--- config.mk ---
export PLATFORM = sky130hd
export DESIGN_NAME = dhc_top
export DESIGN_NICKNAME = d
export VERILOG_FILES = /design/src/pkg/dhc_pkg.sv /design/src/dhc_top.sv
export SDC_FILE = /design/constraint.sdc
export NUM_CORES = 1
export LEC_CHECK = 0
export ABC_AREA = 1
export ABC_CLOCK_PERIOD_IN_PS = 2200
export BUFFER_PORTS_ARGS = -buffer_cell sky130_fd_sc_hd__buf_2
export CORE_MARGIN = 2
export CORE_UTILIZATION = 45
export DETAILED_ROUTE_END_ITERATION = 8
export PLACE_DENSITY = 0.78
export SYNTH_ARGS = -nofsm -noshare
export SYNTH_HDL_FRONTEND = slang
export SYNTH_SLANG_ARGS = --single-unit
export TNS_END_PERCENT = 20
--- constraint.sdc ---
create_clock -name aclk -period 2.2 [get_ports aclk]
set_input_delay 0.44 -clock aclk [delete_from_list [all_inputs] [get_ports aclk]]
set_output_delay 0.44 -clock aclk [all_outputs]
set_load 0.02 [all_outputs]
--- src/pkg/dhc_pkg.sv ---
// Constants, register map and state types of the dual H-bridge chopping control
package dhc_pkg;
  // ****************************************
  // Timing
  // ****************************************
  localparam int unsigned CLK_HZ     = 50_000_000;
  localparam real         CLK_NS     = 20.0;
  localparam int unsigned CHOP_KHZ   = 50;
  localparam int unsigned CHOP_CYC   = CLK_HZ / (CHOP_KHZ * 1000);
  localparam int unsigned MIX_PCT    = 75;
  localparam int unsigned MIX_CYC    = CHOP_CYC * MIX_PCT / 100;
  localparam real         BLANK_US   = 3.75;
  localparam int unsigned BLANK_CYC  = int'($ceil(BLANK_US * 1000.0 / CLK_NS));
  localparam int unsigned WAKE_MS    = 1;
  localparam int unsigned WAKE_CYC   = WAKE_MS * (CLK_HZ / 1000);
  localparam int unsigned CNT_W      = 16;
  // ****************************************
  // Pin vector positions after the synchroniser
  // ****************************************
  localparam int unsigned P_IN1   = 0;  // Bridge inputs one, bits 0..1
  localparam int unsigned P_IN2   = 2;
  localparam int unsigned P_SLSB  = 4;
  localparam int unsigned P_SMSB  = 6;
  localparam int unsigned P_TRIP  = 8;
  localparam int unsigned P_ZERO  = 10;
  localparam int unsigned P_ILIM  = 12;
  localparam int unsigned P_RSTL  = 14;
  localparam int unsigned P_SLPL  = 15;
  localparam int unsigned P_DHI   = 16;
  localparam int unsigned P_DLO   = 17;
  localparam int unsigned P_OTMP  = 18;
  localparam int unsigned P_UV    = 19;
  localparam int unsigned PIN_W   = 20;
  // ****************************************
  // Register map
  // ****************************************
  localparam logic [11:0] REG_CTRL   = 12'h000;
  localparam logic [11:0] REG_STAT   = 12'h004;
  localparam logic [11:0] REG_DRIVE  = 12'h008;
  localparam int unsigned CTRL_CHOP  = 0;  // Current regulation on
  localparam int unsigned CTRL_COAST = 1;  // Software coast of both bridges
  localparam logic [31:0] CTRL_RST   = 32'h0000_0001;
  localparam logic [1:0]  RESP_OKAY  = 2'h0;
  localparam logic [1:0]  RESP_SLV   = 2'h2;
  localparam logic [1:0]  SCALE_OFF  = 2'h3;
  // ****************************************
  // Types
  // ****************************************
  typedef enum logic [3:0] {
    CH_DRIVE = 4'b0001,
    CH_FAST  = 4'b0010,
    CH_SLOW  = 4'b0100,
    CH_IDLE  = 4'b1000
  } dhc_chop_e;
  typedef enum logic [2:0] {
    DM_SLOW  = 3'b001,
    DM_MIXED = 3'b010,
    DM_FAST  = 3'b100
  } dhc_decay_e;
endpackage : dhc_pkg

--- src/dhc_top.sv ---
// Dual H-bridge chopping control with AXI4-Lite status and control registers
//
// The implementer's own choices: the AXI4-Lite slave port and the register offsets.
`timescale 1ns/10ps
`default_nettype none
// Behaviour
// Bridge inputs 00 coast, 01 L/H, 10 H/L, 11 both low.
// Controller makes speed PWM by toggling one input; the toggled input sets direction.
// On threshold stop driving, decay until next PWM cycle, then drive again.
// Sense times five compared with scaled reference; scale code goes to comparator.
// Scale code 00 is 100, 01 is 71, 10 is 38 percent.
// Scale code 11 disables that bridge regardless of inputs.
// Fast decay reverses drive, then coasts as current nears zero.
// Slow decay turns both low sides on for rest of cycle.
// Decay select low slow, open mixed, high fast, shared by bridges.
// Mixed decay starts fast, becomes slow at 75 percent of cycle.
// Threshold ignored for 3.75 us after current is enabled.
// Reset input low holds logic in reset and bridges off.
// Sleep low disables bridges, pump, regulator and clocks; inputs ignored.
// About 1 ms after leaving sleep before drive is usable.
// Controller drives reset and sleep inputs high for operation.
// Current limit persisting past overcurrent time latches bridge off, fault low.
// Overcurrent detect uses its own limit flags, not the chopping sense.
// Over-temperature disables switches, fault low, resumes when it clears.
// Undervoltage resets logic and disables everything until supply returns.
// Chopping cycle runs at 50 kHz for both bridges.
// Overcurrent time is a parameter in clock cycles from limit assertion.
module dhc_top
  import dhc_pkg::*;
#(
  parameter int unsigned WAKE_CNT = WAKE_CYC,
  parameter int unsigned OVC_CNT  = 100
) (
  input  wire logic        aclk,
  input  wire logic        aresetn,
  input  wire logic [11:0] s_axi_awaddr,
  input  wire logic        s_axi_awvalid,
  output logic             s_axi_awready,
  input  wire logic [31:0] s_axi_wdata,
  input  wire logic [3:0]  s_axi_wstrb,
  input  wire logic        s_axi_wvalid,
  output logic             s_axi_wready,
  output logic [1:0]       s_axi_bresp,
  output logic             s_axi_bvalid,
  input  wire logic        s_axi_bready,
  input  wire logic [11:0] s_axi_araddr,
  input  wire logic        s_axi_arvalid,
  output logic             s_axi_arready,
  output logic [31:0]      s_axi_rdata,
  output logic [1:0]       s_axi_rresp,
  output logic             s_axi_rvalid,
  input  wire logic        s_axi_rready,
  input  wire logic        bridge_a_in_one,
  input  wire logic        bridge_a_in_two,
  input  wire logic        bridge_b_in_one,
  input  wire logic        bridge_b_in_two,
  input  wire logic        bridge_a_scale_lsb,
  input  wire logic        bridge_a_scale_msb,
  input  wire logic        bridge_b_scale_lsb,
  input  wire logic        bridge_b_scale_msb,
  input  wire logic        sense_node_a_trip,
  input  wire logic        sense_node_b_trip,
  input  wire logic        sense_node_a_zero,
  input  wire logic        sense_node_b_zero,
  input  wire logic        current_limit_a,
  input  wire logic        current_limit_b,
  input  wire logic        reset_low_input,
  input  wire logic        sleep_low_input,
  input  wire logic        decay_select_high,
  input  wire logic        decay_select_low,
  input  wire logic        thermal_shutdown_in,
  input  wire logic        undervoltage_lockout_in,
  output logic             bridge_a_out_one_hi,
  output logic             bridge_a_out_one_lo,
  output logic             bridge_a_out_two_hi,
  output logic             bridge_a_out_two_lo,
  output logic             bridge_b_out_one_hi,
  output logic             bridge_b_out_one_lo,
  output logic             bridge_b_out_two_hi,
  output logic             bridge_b_out_two_lo,
  output logic [1:0]       current_reference_a_sel,
  output logic [1:0]       current_reference_b_sel,
  output logic             charge_pump_en,
  output logic             regulator_output_en,
  output logic             fault_flag_low_o,
  output logic             fault_flag_low_oe
);
  if (WAKE_CNT < 1 || WAKE_CNT >= (1 << 24)) $error("WAKE_CNT out of range");
  if (OVC_CNT < 1 || OVC_CNT >= (1 << CNT_W)) $error("OVC_CNT out of range");

  // ****************************************
  // Pin synchronisers
  // ****************************************
  logic [PIN_W-1:0] pin_raw;
  logic [PIN_W-1:0] pin_m_r;
  logic [PIN_W-1:0] pin_r;
  assign pin_raw = {undervoltage_lockout_in, thermal_shutdown_in, decay_select_low,
                    decay_select_high, sleep_low_input, reset_low_input,
                    current_limit_b, current_limit_a, sense_node_b_zero, sense_node_a_zero,
                    sense_node_b_trip, sense_node_a_trip, bridge_b_scale_msb,
                    bridge_a_scale_msb, bridge_b_scale_lsb, bridge_a_scale_lsb,
                    bridge_b_in_two, bridge_a_in_two, bridge_b_in_one, bridge_a_in_one};
  // Two flops on every pin
  always_ff @(posedge aclk) begin
    if (!aresetn) begin
      pin_m_r <= '0;
      pin_r   <= '0;
    end else begin
      pin_m_r <= pin_raw;
      pin_r   <= pin_m_r;
    end
  end

  // ****************************************
  // Device state: reset, sleep, wake-up
  // ****************************************
  logic        soft_rst;
  logic        asleep;
  logic        run;
  logic        awake;
  logic        otemp;
  logic [23:0] wake_r;
  logic [31:0] ctrl_r;
  dhc_decay_e  decay_mode;
  assign soft_rst = !pin_r[P_RSTL] || pin_r[P_UV];
  assign asleep   = !pin_r[P_SLPL];
  assign run      = !soft_rst && !asleep;
  assign awake    = (wake_r == 24'h00_0000);
  assign otemp    = pin_r[P_OTMP];
  // Wake-up delay reloaded while asleep or supply low
  always_ff @(posedge aclk) begin
    if (!aresetn) begin
      wake_r <= 24'(WAKE_CNT);
    end else if (asleep || pin_r[P_UV]) begin
      wake_r <= 24'(WAKE_CNT);
    end else if (!awake) begin
      wake_r <= wake_r - 24'h00_0001;
    end
  end
  // Three-level decay select, open reads as mixed
  always_comb begin
    if (pin_r[P_DHI] && !pin_r[P_DLO]) decay_mode = DM_FAST;
    else if (pin_r[P_DLO] && !pin_r[P_DHI]) decay_mode = DM_SLOW;
    else decay_mode = DM_MIXED;
  end

  // ****************************************
  // Fixed-frequency chopping period
  // ****************************************
  logic [CNT_W-1:0] per_r;
  logic             cyc_start;
  logic             mix_point;
  assign cyc_start = run && (per_r == CNT_W'(CHOP_CYC - 1));
  assign mix_point = (per_r >= CNT_W'(MIX_CYC));
  // Period counter stops while asleep or in reset
  always_ff @(posedge aclk) begin
    if (!aresetn || !run) begin
      per_r <= '0;
    end else if (cyc_start) begin
      per_r <= '0;
    end else begin
      per_r <= per_r + CNT_W'(1);
    end
  end

  // ****************************************
  // Per-bridge chopping, decode and protection
  // ****************************************
  logic [1:0] ovc_r;
  logic [1:0] in_decay;
  logic [3:0] drv_r [2];  // {one_hi, one_lo, two_hi, two_lo}
  for (genvar b = 0; b < 2; b++) begin : g_br
    logic             in1;
    logic             in2;
    logic [1:0]       scale;
    logic             driving;
    logic             drv_prev_r;
    logic             off;
    logic [CNT_W-1:0] blank_r;
    logic [CNT_W-1:0] ovc_cnt_r;
    logic [3:0]       drv_nxt;
    dhc_chop_e        st_r;
    assign in1     = pin_r[P_IN1 + b];
    assign in2     = pin_r[P_IN2 + b];
    assign scale   = {pin_r[P_SMSB + b], pin_r[P_SLSB + b]};
    assign driving = in1 ^ in2;
    assign off     = !run || !awake || ovc_r[b] || otemp || (scale == SCALE_OFF)
                     || ctrl_r[CTRL_COAST];
    assign in_decay[b] = (st_r != CH_DRIVE);
    // Blanking restarts each time drive current is enabled
    always_ff @(posedge aclk) begin
      if (!aresetn || !run) begin
        drv_prev_r <= 1'b0;
        blank_r    <= CNT_W'(BLANK_CYC);
      end else begin
        drv_prev_r <= driving && !in_decay[b];
        if ((driving && !drv_prev_r) || cyc_start) blank_r <= CNT_W'(BLANK_CYC);
        else if (blank_r != '0) blank_r <= blank_r - CNT_W'(1);
      end
    end
    // Chopping state per bridge
    always_ff @(posedge aclk) begin
      if (!aresetn || !run) begin
        st_r <= CH_DRIVE;
      end else if (!driving || cyc_start) begin
        st_r <= CH_DRIVE;
      end else begin
        case (st_r)
          CH_DRIVE: begin
            if (ctrl_r[CTRL_CHOP] && blank_r == '0 && pin_r[P_TRIP + b]) begin
              st_r <= (decay_mode == DM_SLOW) ? CH_SLOW : CH_FAST;
            end
          end
          CH_FAST: begin
            if (decay_mode == DM_MIXED && mix_point) st_r <= CH_SLOW;
            else if (pin_r[P_ZERO + b]) st_r <= CH_IDLE;
          end
          CH_IDLE: begin
            if (decay_mode == DM_MIXED && mix_point) st_r <= CH_SLOW;
          end
          CH_SLOW: st_r <= CH_SLOW;
          default: st_r <= CH_DRIVE;
        endcase
      end
    end
    // Output decode of inputs and chopping state
    always_comb begin
      case ({in1, in2})
        2'b01:   drv_nxt = 4'b0110;
        2'b10:   drv_nxt = 4'b1001;
        2'b11:   drv_nxt = 4'b0101;
        default: drv_nxt = 4'b0000;
      endcase
      if (driving) begin
        case (st_r)
          CH_FAST: drv_nxt = {drv_nxt[1:0], drv_nxt[3:2]};
          CH_SLOW: drv_nxt = 4'b0101;
          CH_IDLE: drv_nxt = 4'b0000;
          default: drv_nxt = drv_nxt;
        endcase
      end
      if (off) drv_nxt = 4'b0000;
    end
    always_ff @(posedge aclk) begin
      if (!aresetn) drv_r[b] <= 4'b0000;
      else drv_r[b] <= drv_nxt;
    end
    // Overcurrent: own limit flag, latched, cleared only by logic reset
    always_ff @(posedge aclk) begin
      if (!aresetn || soft_rst) begin
        ovc_cnt_r <= '0;
        ovc_r[b]  <= 1'b0;
      end else if (!pin_r[P_ILIM + b] || asleep) begin
        ovc_cnt_r <= '0;
      end else if (ovc_cnt_r == CNT_W'(OVC_CNT)) begin
        ovc_r[b]  <= 1'b1;
      end else begin
        ovc_cnt_r <= ovc_cnt_r + CNT_W'(1);
      end
    end
  end

  // Scale code handed to the comparator reference divider
  assign current_reference_a_sel = {pin_r[P_SMSB], pin_r[P_SLSB]};
  assign current_reference_b_sel = {pin_r[P_SMSB + 1], pin_r[P_SLSB + 1]};
  assign {bridge_a_out_one_hi, bridge_a_out_one_lo,
          bridge_a_out_two_hi, bridge_a_out_two_lo} = drv_r[0];
  assign {bridge_b_out_one_hi, bridge_b_out_one_lo,
          bridge_b_out_two_hi, bridge_b_out_two_lo} = drv_r[1];
  assign fault_flag_low_o = 1'b0;  // Open drain only pulls low

  // ****************************************
  // Supply enables and fault flag
  // ****************************************
  always_ff @(posedge aclk) begin
    if (!aresetn) begin
      charge_pump_en      <= 1'b0;
      regulator_output_en <= 1'b0;
      fault_flag_low_oe   <= 1'b0;
    end else begin
      charge_pump_en      <= !asleep && !pin_r[P_UV];
      regulator_output_en <= !asleep && !pin_r[P_UV];
      fault_flag_low_oe   <= (|ovc_r) || otemp;
    end
  end

  // ****************************************
  // AXI4-Lite slave
  // ****************************************
  logic        aw_got_r;
  logic        w_got_r;
  logic [11:0] awaddr_r;
  logic [31:0] wdata_r;
  logic [3:0]  wstrb_r;
  logic [31:0] stat;
  assign s_axi_awready = !aw_got_r && !s_axi_bvalid;
  assign s_axi_wready  = !w_got_r && !s_axi_bvalid;
  assign s_axi_arready = !s_axi_rvalid;
  assign stat = {22'h00_0000, in_decay, decay_mode, awake, pin_r[P_UV], otemp, ovc_r};
  // Write channel: address and data in either order
  always_ff @(posedge aclk) begin
    if (!aresetn) begin
      aw_got_r     <= 1'b0;
      w_got_r      <= 1'b0;
      awaddr_r     <= '0;
      wdata_r      <= '0;
      wstrb_r      <= '0;
      ctrl_r       <= CTRL_RST;
      s_axi_bvalid <= 1'b0;
      s_axi_bresp  <= RESP_OKAY;
    end else begin
      if (s_axi_awvalid && s_axi_awready) begin
        aw_got_r <= 1'b1;
        awaddr_r <= s_axi_awaddr;
      end
      if (s_axi_wvalid && s_axi_wready) begin
        w_got_r <= 1'b1;
        wdata_r <= s_axi_wdata;
        wstrb_r <= s_axi_wstrb;
      end
      if (aw_got_r && w_got_r) begin
        aw_got_r     <= 1'b0;
        w_got_r      <= 1'b0;
        s_axi_bvalid <= 1'b1;
        if (awaddr_r[11:2] == REG_CTRL[11:2]) begin
          s_axi_bresp <= RESP_OKAY;
          if (wstrb_r[0]) ctrl_r[1:0] <= wdata_r[1:0];
        end else if (awaddr_r[11:2] == REG_STAT[11:2] || awaddr_r[11:2] == REG_DRIVE[11:2]) begin
          s_axi_bresp <= RESP_OKAY;  // Read-only, write ignored
        end else begin
          s_axi_bresp <= RESP_SLV;
        end
      end else if (s_axi_bvalid && s_axi_bready) begin
        s_axi_bvalid <= 1'b0;
      end
    end
  end
  // Read channel: one cycle after address accepted
  always_ff @(posedge aclk) begin
    if (!aresetn) begin
      s_axi_rvalid <= 1'b0;
      s_axi_rdata  <= '0;
      s_axi_rresp  <= RESP_OKAY;
    end else if (s_axi_arvalid && s_axi_arready) begin
      s_axi_rvalid <= 1'b1;
      s_axi_rresp  <= RESP_OKAY;
      case (s_axi_araddr[11:2])
        REG_CTRL[11:2]:  s_axi_rdata <= ctrl_r;
        REG_STAT[11:2]:  s_axi_rdata <= stat;
        REG_DRIVE[11:2]: s_axi_rdata <= {24'h00_0000, drv_r[1], drv_r[0]};
        default: begin
          s_axi_rdata <= '0;
          s_axi_rresp <= RESP_SLV;
        end
      endcase
    end else if (s_axi_rvalid && s_axi_rready) begin
      s_axi_rvalid <= 1'b0;
    end
  end
endmodule : dhc_top
`default_nettype wire

* Word-level counts from Yosys, hierarchy flattened
Memories as Yosys holds them, arrays and structs flattened. Index checks and enable logic that the tools add are counted.
Storage, ports and cells: bits in registers 215, memory bits (writable) 8, input port bits 87, output and inout bits 57, logic and storage cells 196, memories 1
Operators by class: $add $sub $neg 6, order comparisons 1, equal/unequal tests 33, multiplexer cells 32, bitwise gates (word level) 7, reduce and logical (&&, ||, !) cells 89
Memory list:
- drv_r | depth 2, bits a word 4, read ports 2, clocked after memory_dff 0, write ports 2, RTL line dhc_top.sv:171 | logic [3:0] drv_r [2];
Operators by type and width (count):
- 4-bit two-way mux | 13
- 16-bit by 1-bit adder with 16-bit output (second input constant) | 3
- 4-bit one-hot mux with 3 select lines | 4
- 16-bit by 7-bit == test with 1-bit output (second input constant) | 2
- 16-bit logical NOT | 2
- 4-bit one-hot mux with 4 select lines | 2
- 16-bit nonzero test | 2
- 16-bit by 1-bit subtractor with 16-bit output (second input constant) | 2
- 10-bit one-hot mux with 3 select lines | 1
- 24-bit logical NOT | 1
- 24-bit by 1-bit subtractor with 24-bit output (second input constant) | 1
- 1-bit logical AND | 22
- 1-bit logical NOT | 21
- 1-bit logical OR | 21
- 10-bit by 1-bit == test with 1-bit output (second input constant) | 2
- 10-bit by 2-bit == test with 1-bit output (second input constant) | 2
- 10-bit logical NOT | 2
- 2-bit OR reduction | 10
- 16-bit by 10-bit == test with 1-bit output (second input constant) | 1
- 16-bit by 10-bit greater-or-equal comparator with 1-bit output (second input constant) | 1
- 2-bit == test (second input constant) | 6
- 3-bit AND reduction | 3
- 4-bit by 1-bit == test with 1-bit output (second input constant) | 2
- 4-bit by 2-bit == test with 1-bit output (second input constant) | 2
- other kinds (17) | 40

* Longest topological paths before layout
depth in word-level cells 12, depth in mapped cells 14, gate-level depth less buffers 14

* Worst setup path before layout
No wires, ideal clock.
kind register -> register, start register g_br[1].blank_r[0], end register g_br[1].blank_r[12], library setup time 0.064 ns, arrival 1.405 ns, data required time 2.136 ns, slack 0.731 ns, cell stages (with the launch flop) 10, buffers on the path 0, period minus slack after synthesis 1.469 ns, cell sequence dfxtp_1 inv_1 ha_1 inv_1 nor3_1 inv_1 nor3_1 xor2_1 nand2_1 nor2_1
Between the ends: cells in the longest elaborated chain, start to end 1, elaborated cells between the ends (all ways) 2, those cells by class add/sub (1); reduce/logical (1)
Ends and longest elaborated chain:
- from (decl) | RTL line dhc_top.sv:179 | logic [CNT_W-1:0] blank_r;
- from (signal assigned) | RTL line dhc_top.sv:194 | blank_r <= CNT_W'(BLANK_CYC);
- from (signal assigned) | RTL line dhc_top.sv:197 | if ((driving && !drv_prev_r) || cyc_start) blank_r <= CNT_W'(BLANK_CYC);
- from (signal assigned) | RTL line dhc_top.sv:198 | else if (blank_r != '0) blank_r <= blank_r - CNT_W'(1);
- 16-bit by 1-bit subtractor with 16-bit output / 16-bit nonzero test (equally long branches) | RTL line dhc_top.sv:198
Several ways; a longest one is shown, not always the timed one. A chain may end at the register's enable or synchronous reset.

* Worst setup path in the final report
start register pin_r[0], end register g_br[0].blank_r[4]
Between the ends: cells in the longest elaborated chain, start to end 4
Ends and longest elaborated chain:
- from (decl) | RTL line dhc_top.sv:96 | logic [PIN_W-1:0] pin_r;
- from (signal assigned) | RTL line dhc_top.sv:110 | pin_r <= pin_m_r;
- 1-bit bitwise XOR | RTL line dhc_top.sv:186 | assign driving = in1 ^ in2;
- 1-bit logical AND | RTL line dhc_top.sv:197
- 1-bit logical OR | RTL line dhc_top.sv:197
- 2-bit OR reduction (no line)
- to (signal assigned) | RTL line dhc_top.sv:194
- to (signal assigned) | RTL line dhc_top.sv:197
- to (signal assigned) | RTL line dhc_top.sv:198
- to (decl) | RTL line dhc_top.sv:179
No other way between the ends.

==> metrics.md <==
| Metric | Value |
|---|---|
| Post-synth top area cell | `dfxtp_1` |
| Clock root buffer | `clkbuf_16` |
| Commonest non-fill, non-tap cells in the layout | `281 x nand2_1, 220 x nor2_1, 197 x dfxtp_1, 170 x inv_1, 81 x buf_2` |
| Die Span Y | `147 um` |
| Layout cell share with drive strength beyond 1 | `0.112` |
| Hold buffer count at CTS | `0` |
| CP Buf/Inv Count | `3` |
| RSZ-0062 raised after global routing | `no` |
| CTS sink cnt | `197` |
| Clock slew at reported path FFs | `0.08 ns` |
| Min Hold Slack | `0.184 ns` |
| Setup Buffers After CTS | `0` |
| Worst Hold Class | `in2reg` |
| Wire per inst | `11.5 um` |
| # nets final | `1473` |
| I/O pin count | `144` |
| Status | `finished clean` |
| Hold Startpoint | `current_limit_b` |
| Total negative setup slack | `0 ns` |
| Post-DP HPWL | `14.2 mm` |
| Reg2Reg Depth | `6` |
| Via count | `7857` |
| Final worst slack | `0.364 ns` |
| Max Slew Vio Count | `0` |
| Yosys warning count | `0` |
| DR pass1 iterations | `5` |
| Die Area | `21600 um^2` |
| Chip width | `147 um` |
| Final setup vio count | `0` |
| Worst EP required | `2.56 ns` |
| R2r endpoint | `g_br[0].blank_r[4]$_SDFFE_PP1P_` |
| Crit start category | `flop` |
| Syn avg cell area | `7.16 um^2` |
| Final Critical Period | `1.84 ns` |
| Max_cap viols | `0` |
| Synth cell types | `42` |
| Filler cell count | `1900` |
| Iter 0 DRT Violations | `427` |
| Crit path top cell by count | `inv_1` |
| Tightest Pin Transition | `0.586 ns` |
| Worst reg2reg startpoint | `pin_r[0]$_SDFF_PN0_` |
| PwrDens | `684 nW/um^2` |
| Routability cong. | `0.912` |
| Critical path arrival | `2.19 ns` |
| CTS Buf Count | `17` |
| Async SR Flop Fraction | `0` |
| Total Routing Usage GR | `0.181` |
| Area contributors post-synth | `dfxtp_1 43%, nand2_1 11%, nor2_1 9.0%` |
| Critical path cell sequence | `inv_1, ha_1, inv_1, o21ai_2, inv_1, o211ai_1` |
| CP peak stage delay | `0.51 ns` |
| Hold endpoint | `pin_m_r[13]$_SDFF_PN0_` |
| Total core area | `20100 um^2` |
| Worst IR Drop VDD | `517 uV` |
| Worst slack, placed | `0.389 ns` |
| Final hold viol count | `0` |
| Vias in the first global route | `7315` |
| Worst skew pair latency | `0.43 ns` |
| Antenna diode count | `0` |
| Synth-to-layout area growth | `12.6%` |
| Fmax achieved | `545 MHz` |
| Most common cell after layout, fill and taps aside | `nand2_1` |
| Synth top area share | `0.430` |
| Cell row count | `52` |
| Critical path fanouts, max | `13` |
| H-Tree Level Count | `4` |
| Antenna violations before repair | `0` |
| CTS max path bufs | `2` |
| Hold Crit Depth | `3` |
| Mapped cell area | `9180 um^2` |
| Cell family with most CP delay | `compound AO/OA/AOI/OAI gates` |
| Drt drc | `0` |
| Post-synth EDFFs | `0` |
| Slowest CP cell | `o21ai_2` |
| Initial core utilization | `0.457` |
| Pin count of the biggest net entering global routing | `53` |
| TritonCTS clock tree | `done` |
| Tot Pwr | `7.07 mW` |
| Fin crit share | `0.835` |
| First-pass GRT wire length | `32.6 mm` |
| Critical path class | `reg2reg` |
| Detailed-route wire length | `19.0 mm` |
| DR vias/cell | `4.77` |
| Syn Inst Count | `1282` |
| Worst reg2reg setup slack | `0.36 ns` |
| Gr ovfl total | `0` |
| IO buf count | `81` |
| Sequential fraction of the synthesis area | `0.430` |
| Routed Antenna Nets | `0` |
| LEAKAGE | `4.70 nW` |
| Clock skew | `0.0107 ns` |
| Most used flip-flop cell after synthesis | `dfxtp_1` |
| Synthesized flop and latch total | `197` |
| Slew HR | `0.609` |
| Post-cts repair resize count | `0` |
| Fin util | `0.514` |
| CP Capture Type | `flop` |
## worst min-delay path, stage by stage
cell and delay [ns]:
buf_2 0.07, nand2_1 0.04, inv_1 0.04
## state kept, by name, summed over array words and instances, names as in the netlist
name                 flops
fault_flag_low_oe        1
g_br.st_r                8
wdata_r                  2
g_br.ovc_cnt_r          32
pin_m_r                 20
s_axi_rdata             10
pin_r                   20
s_axi_rresp              1
drv_r                    8
wstrb_r                  1
g_br.drv_prev_r          2
s_axi_bresp              1
wake_r                  24
s_axi_rvalid             1
awaddr_r                10
aw_got_r                 1
s_axi_bvalid             1
per_r                   16
w_got_r                  1
ctrl_r                   2
g_br.blank_r            32
ovc_r                    2
regulator_output_en      1
## report_power, final
part           switching [mW]  internal, mW  leakage, nW  total (mW)
Sequential             0.0393          3.64         1.60        3.68
Clock                    1.41          1.63        0.290        3.04
Combinational           0.233         0.117         2.81       0.351
## worst max-delay path by stage
| stage | start | to | depth (start not counted) |
|---|---|---|---|
| after CTS | pin_r[0]$_SDFF_PN0_ | g_br[0].blank_r[4]$_SDFFE_PP1P_ | 6 |
| final | pin_r[0]$_SDFF_PN0_ | g_br[0].blank_r[4]$_SDFFE_PP1P_ | 6 |
| after detailed placement | pin_r[0]$_SDFF_PN0_ | g_br[0].blank_r[4]$_SDFFE_PP1P_ | 6 |
| after global routing | pin_r[0]$_SDFF_PN0_ | g_br[0].blank_r[4]$_SDFFE_PP1P_ | 6 |
| after global placement | pin_r[0]$_SDFF_PN0_ | g_br[0].blank_r[4]$_SDFFE_PP1P_ | 6 |
| after floorplan | g_br[1].blank_r[0]$_SDFFE_PP0P_ | g_br[1].blank_r[12]$_SDFFE_PP0P_ | 9 |
## routing by layer
layer,vias to the layer above,GRT usage,share of wire
met3,28,0.0363,0.042
met4,0,0.0612,0.020
met5,-,0,0
met2,167,0.303,0.47
li1,4140,-,-
met1,3522,0.235,0.47
## logic make-up after synthesis
kind of cell,count (synthesis),synth area share
DFF,197,0.430
xor gates and xnor gates,53,0.0506
other,1,0.000408
AOI/OAI and AO/OA,149,0.0932
adders and majority gates,22,0.0300
and+or+nand+nor,634,0.290
buffers and inverters,226,0.106
## stage by stage
stage          cell area (um^2)  std cells
5_1_grt                   10300       1647
3_5_place_dp               9760       1615
4_1_cts                   10300       1647
6_report                  10300       1647
3_3_place_gp               9760       1615
2_1_floorplan              9270       1306
## cell type report
| type | count | area (um^2) | share of cell area |
|---|---|---|---|
| repair buffers | 89 | 465 | 0.0450 |
| well taps | 270 | 338 | 0.0327 |
| flip-flops and latches | 197 | 3940 | 0.381 |
| inverters | 176 | 661 | 0.0639 |
| clock buffers | 18 | 439 | 0.0425 |
| multi-input cells | 883 | 4350 | 0.421 |
| clock inverters | 14 | 141 | 0.0137 |
## Yosys cell counts (6+ instances only)
cell and count:
xor2_1 32, nor2_2 6, nand3_1 48, o21ai_0 50, ha_1 22, buf_4 32
nor3_1 35, a21oi_1 62, o21a_1 8, nand4_1 20, clkbuf_1 12, inv_2 6
nor2_1 220, o211ai_1 6, nand2_1 281, inv_1 170, dfxtp_1 197, xnor2_1 21
No activity file was read; power rests on OpenSTA's default activity.
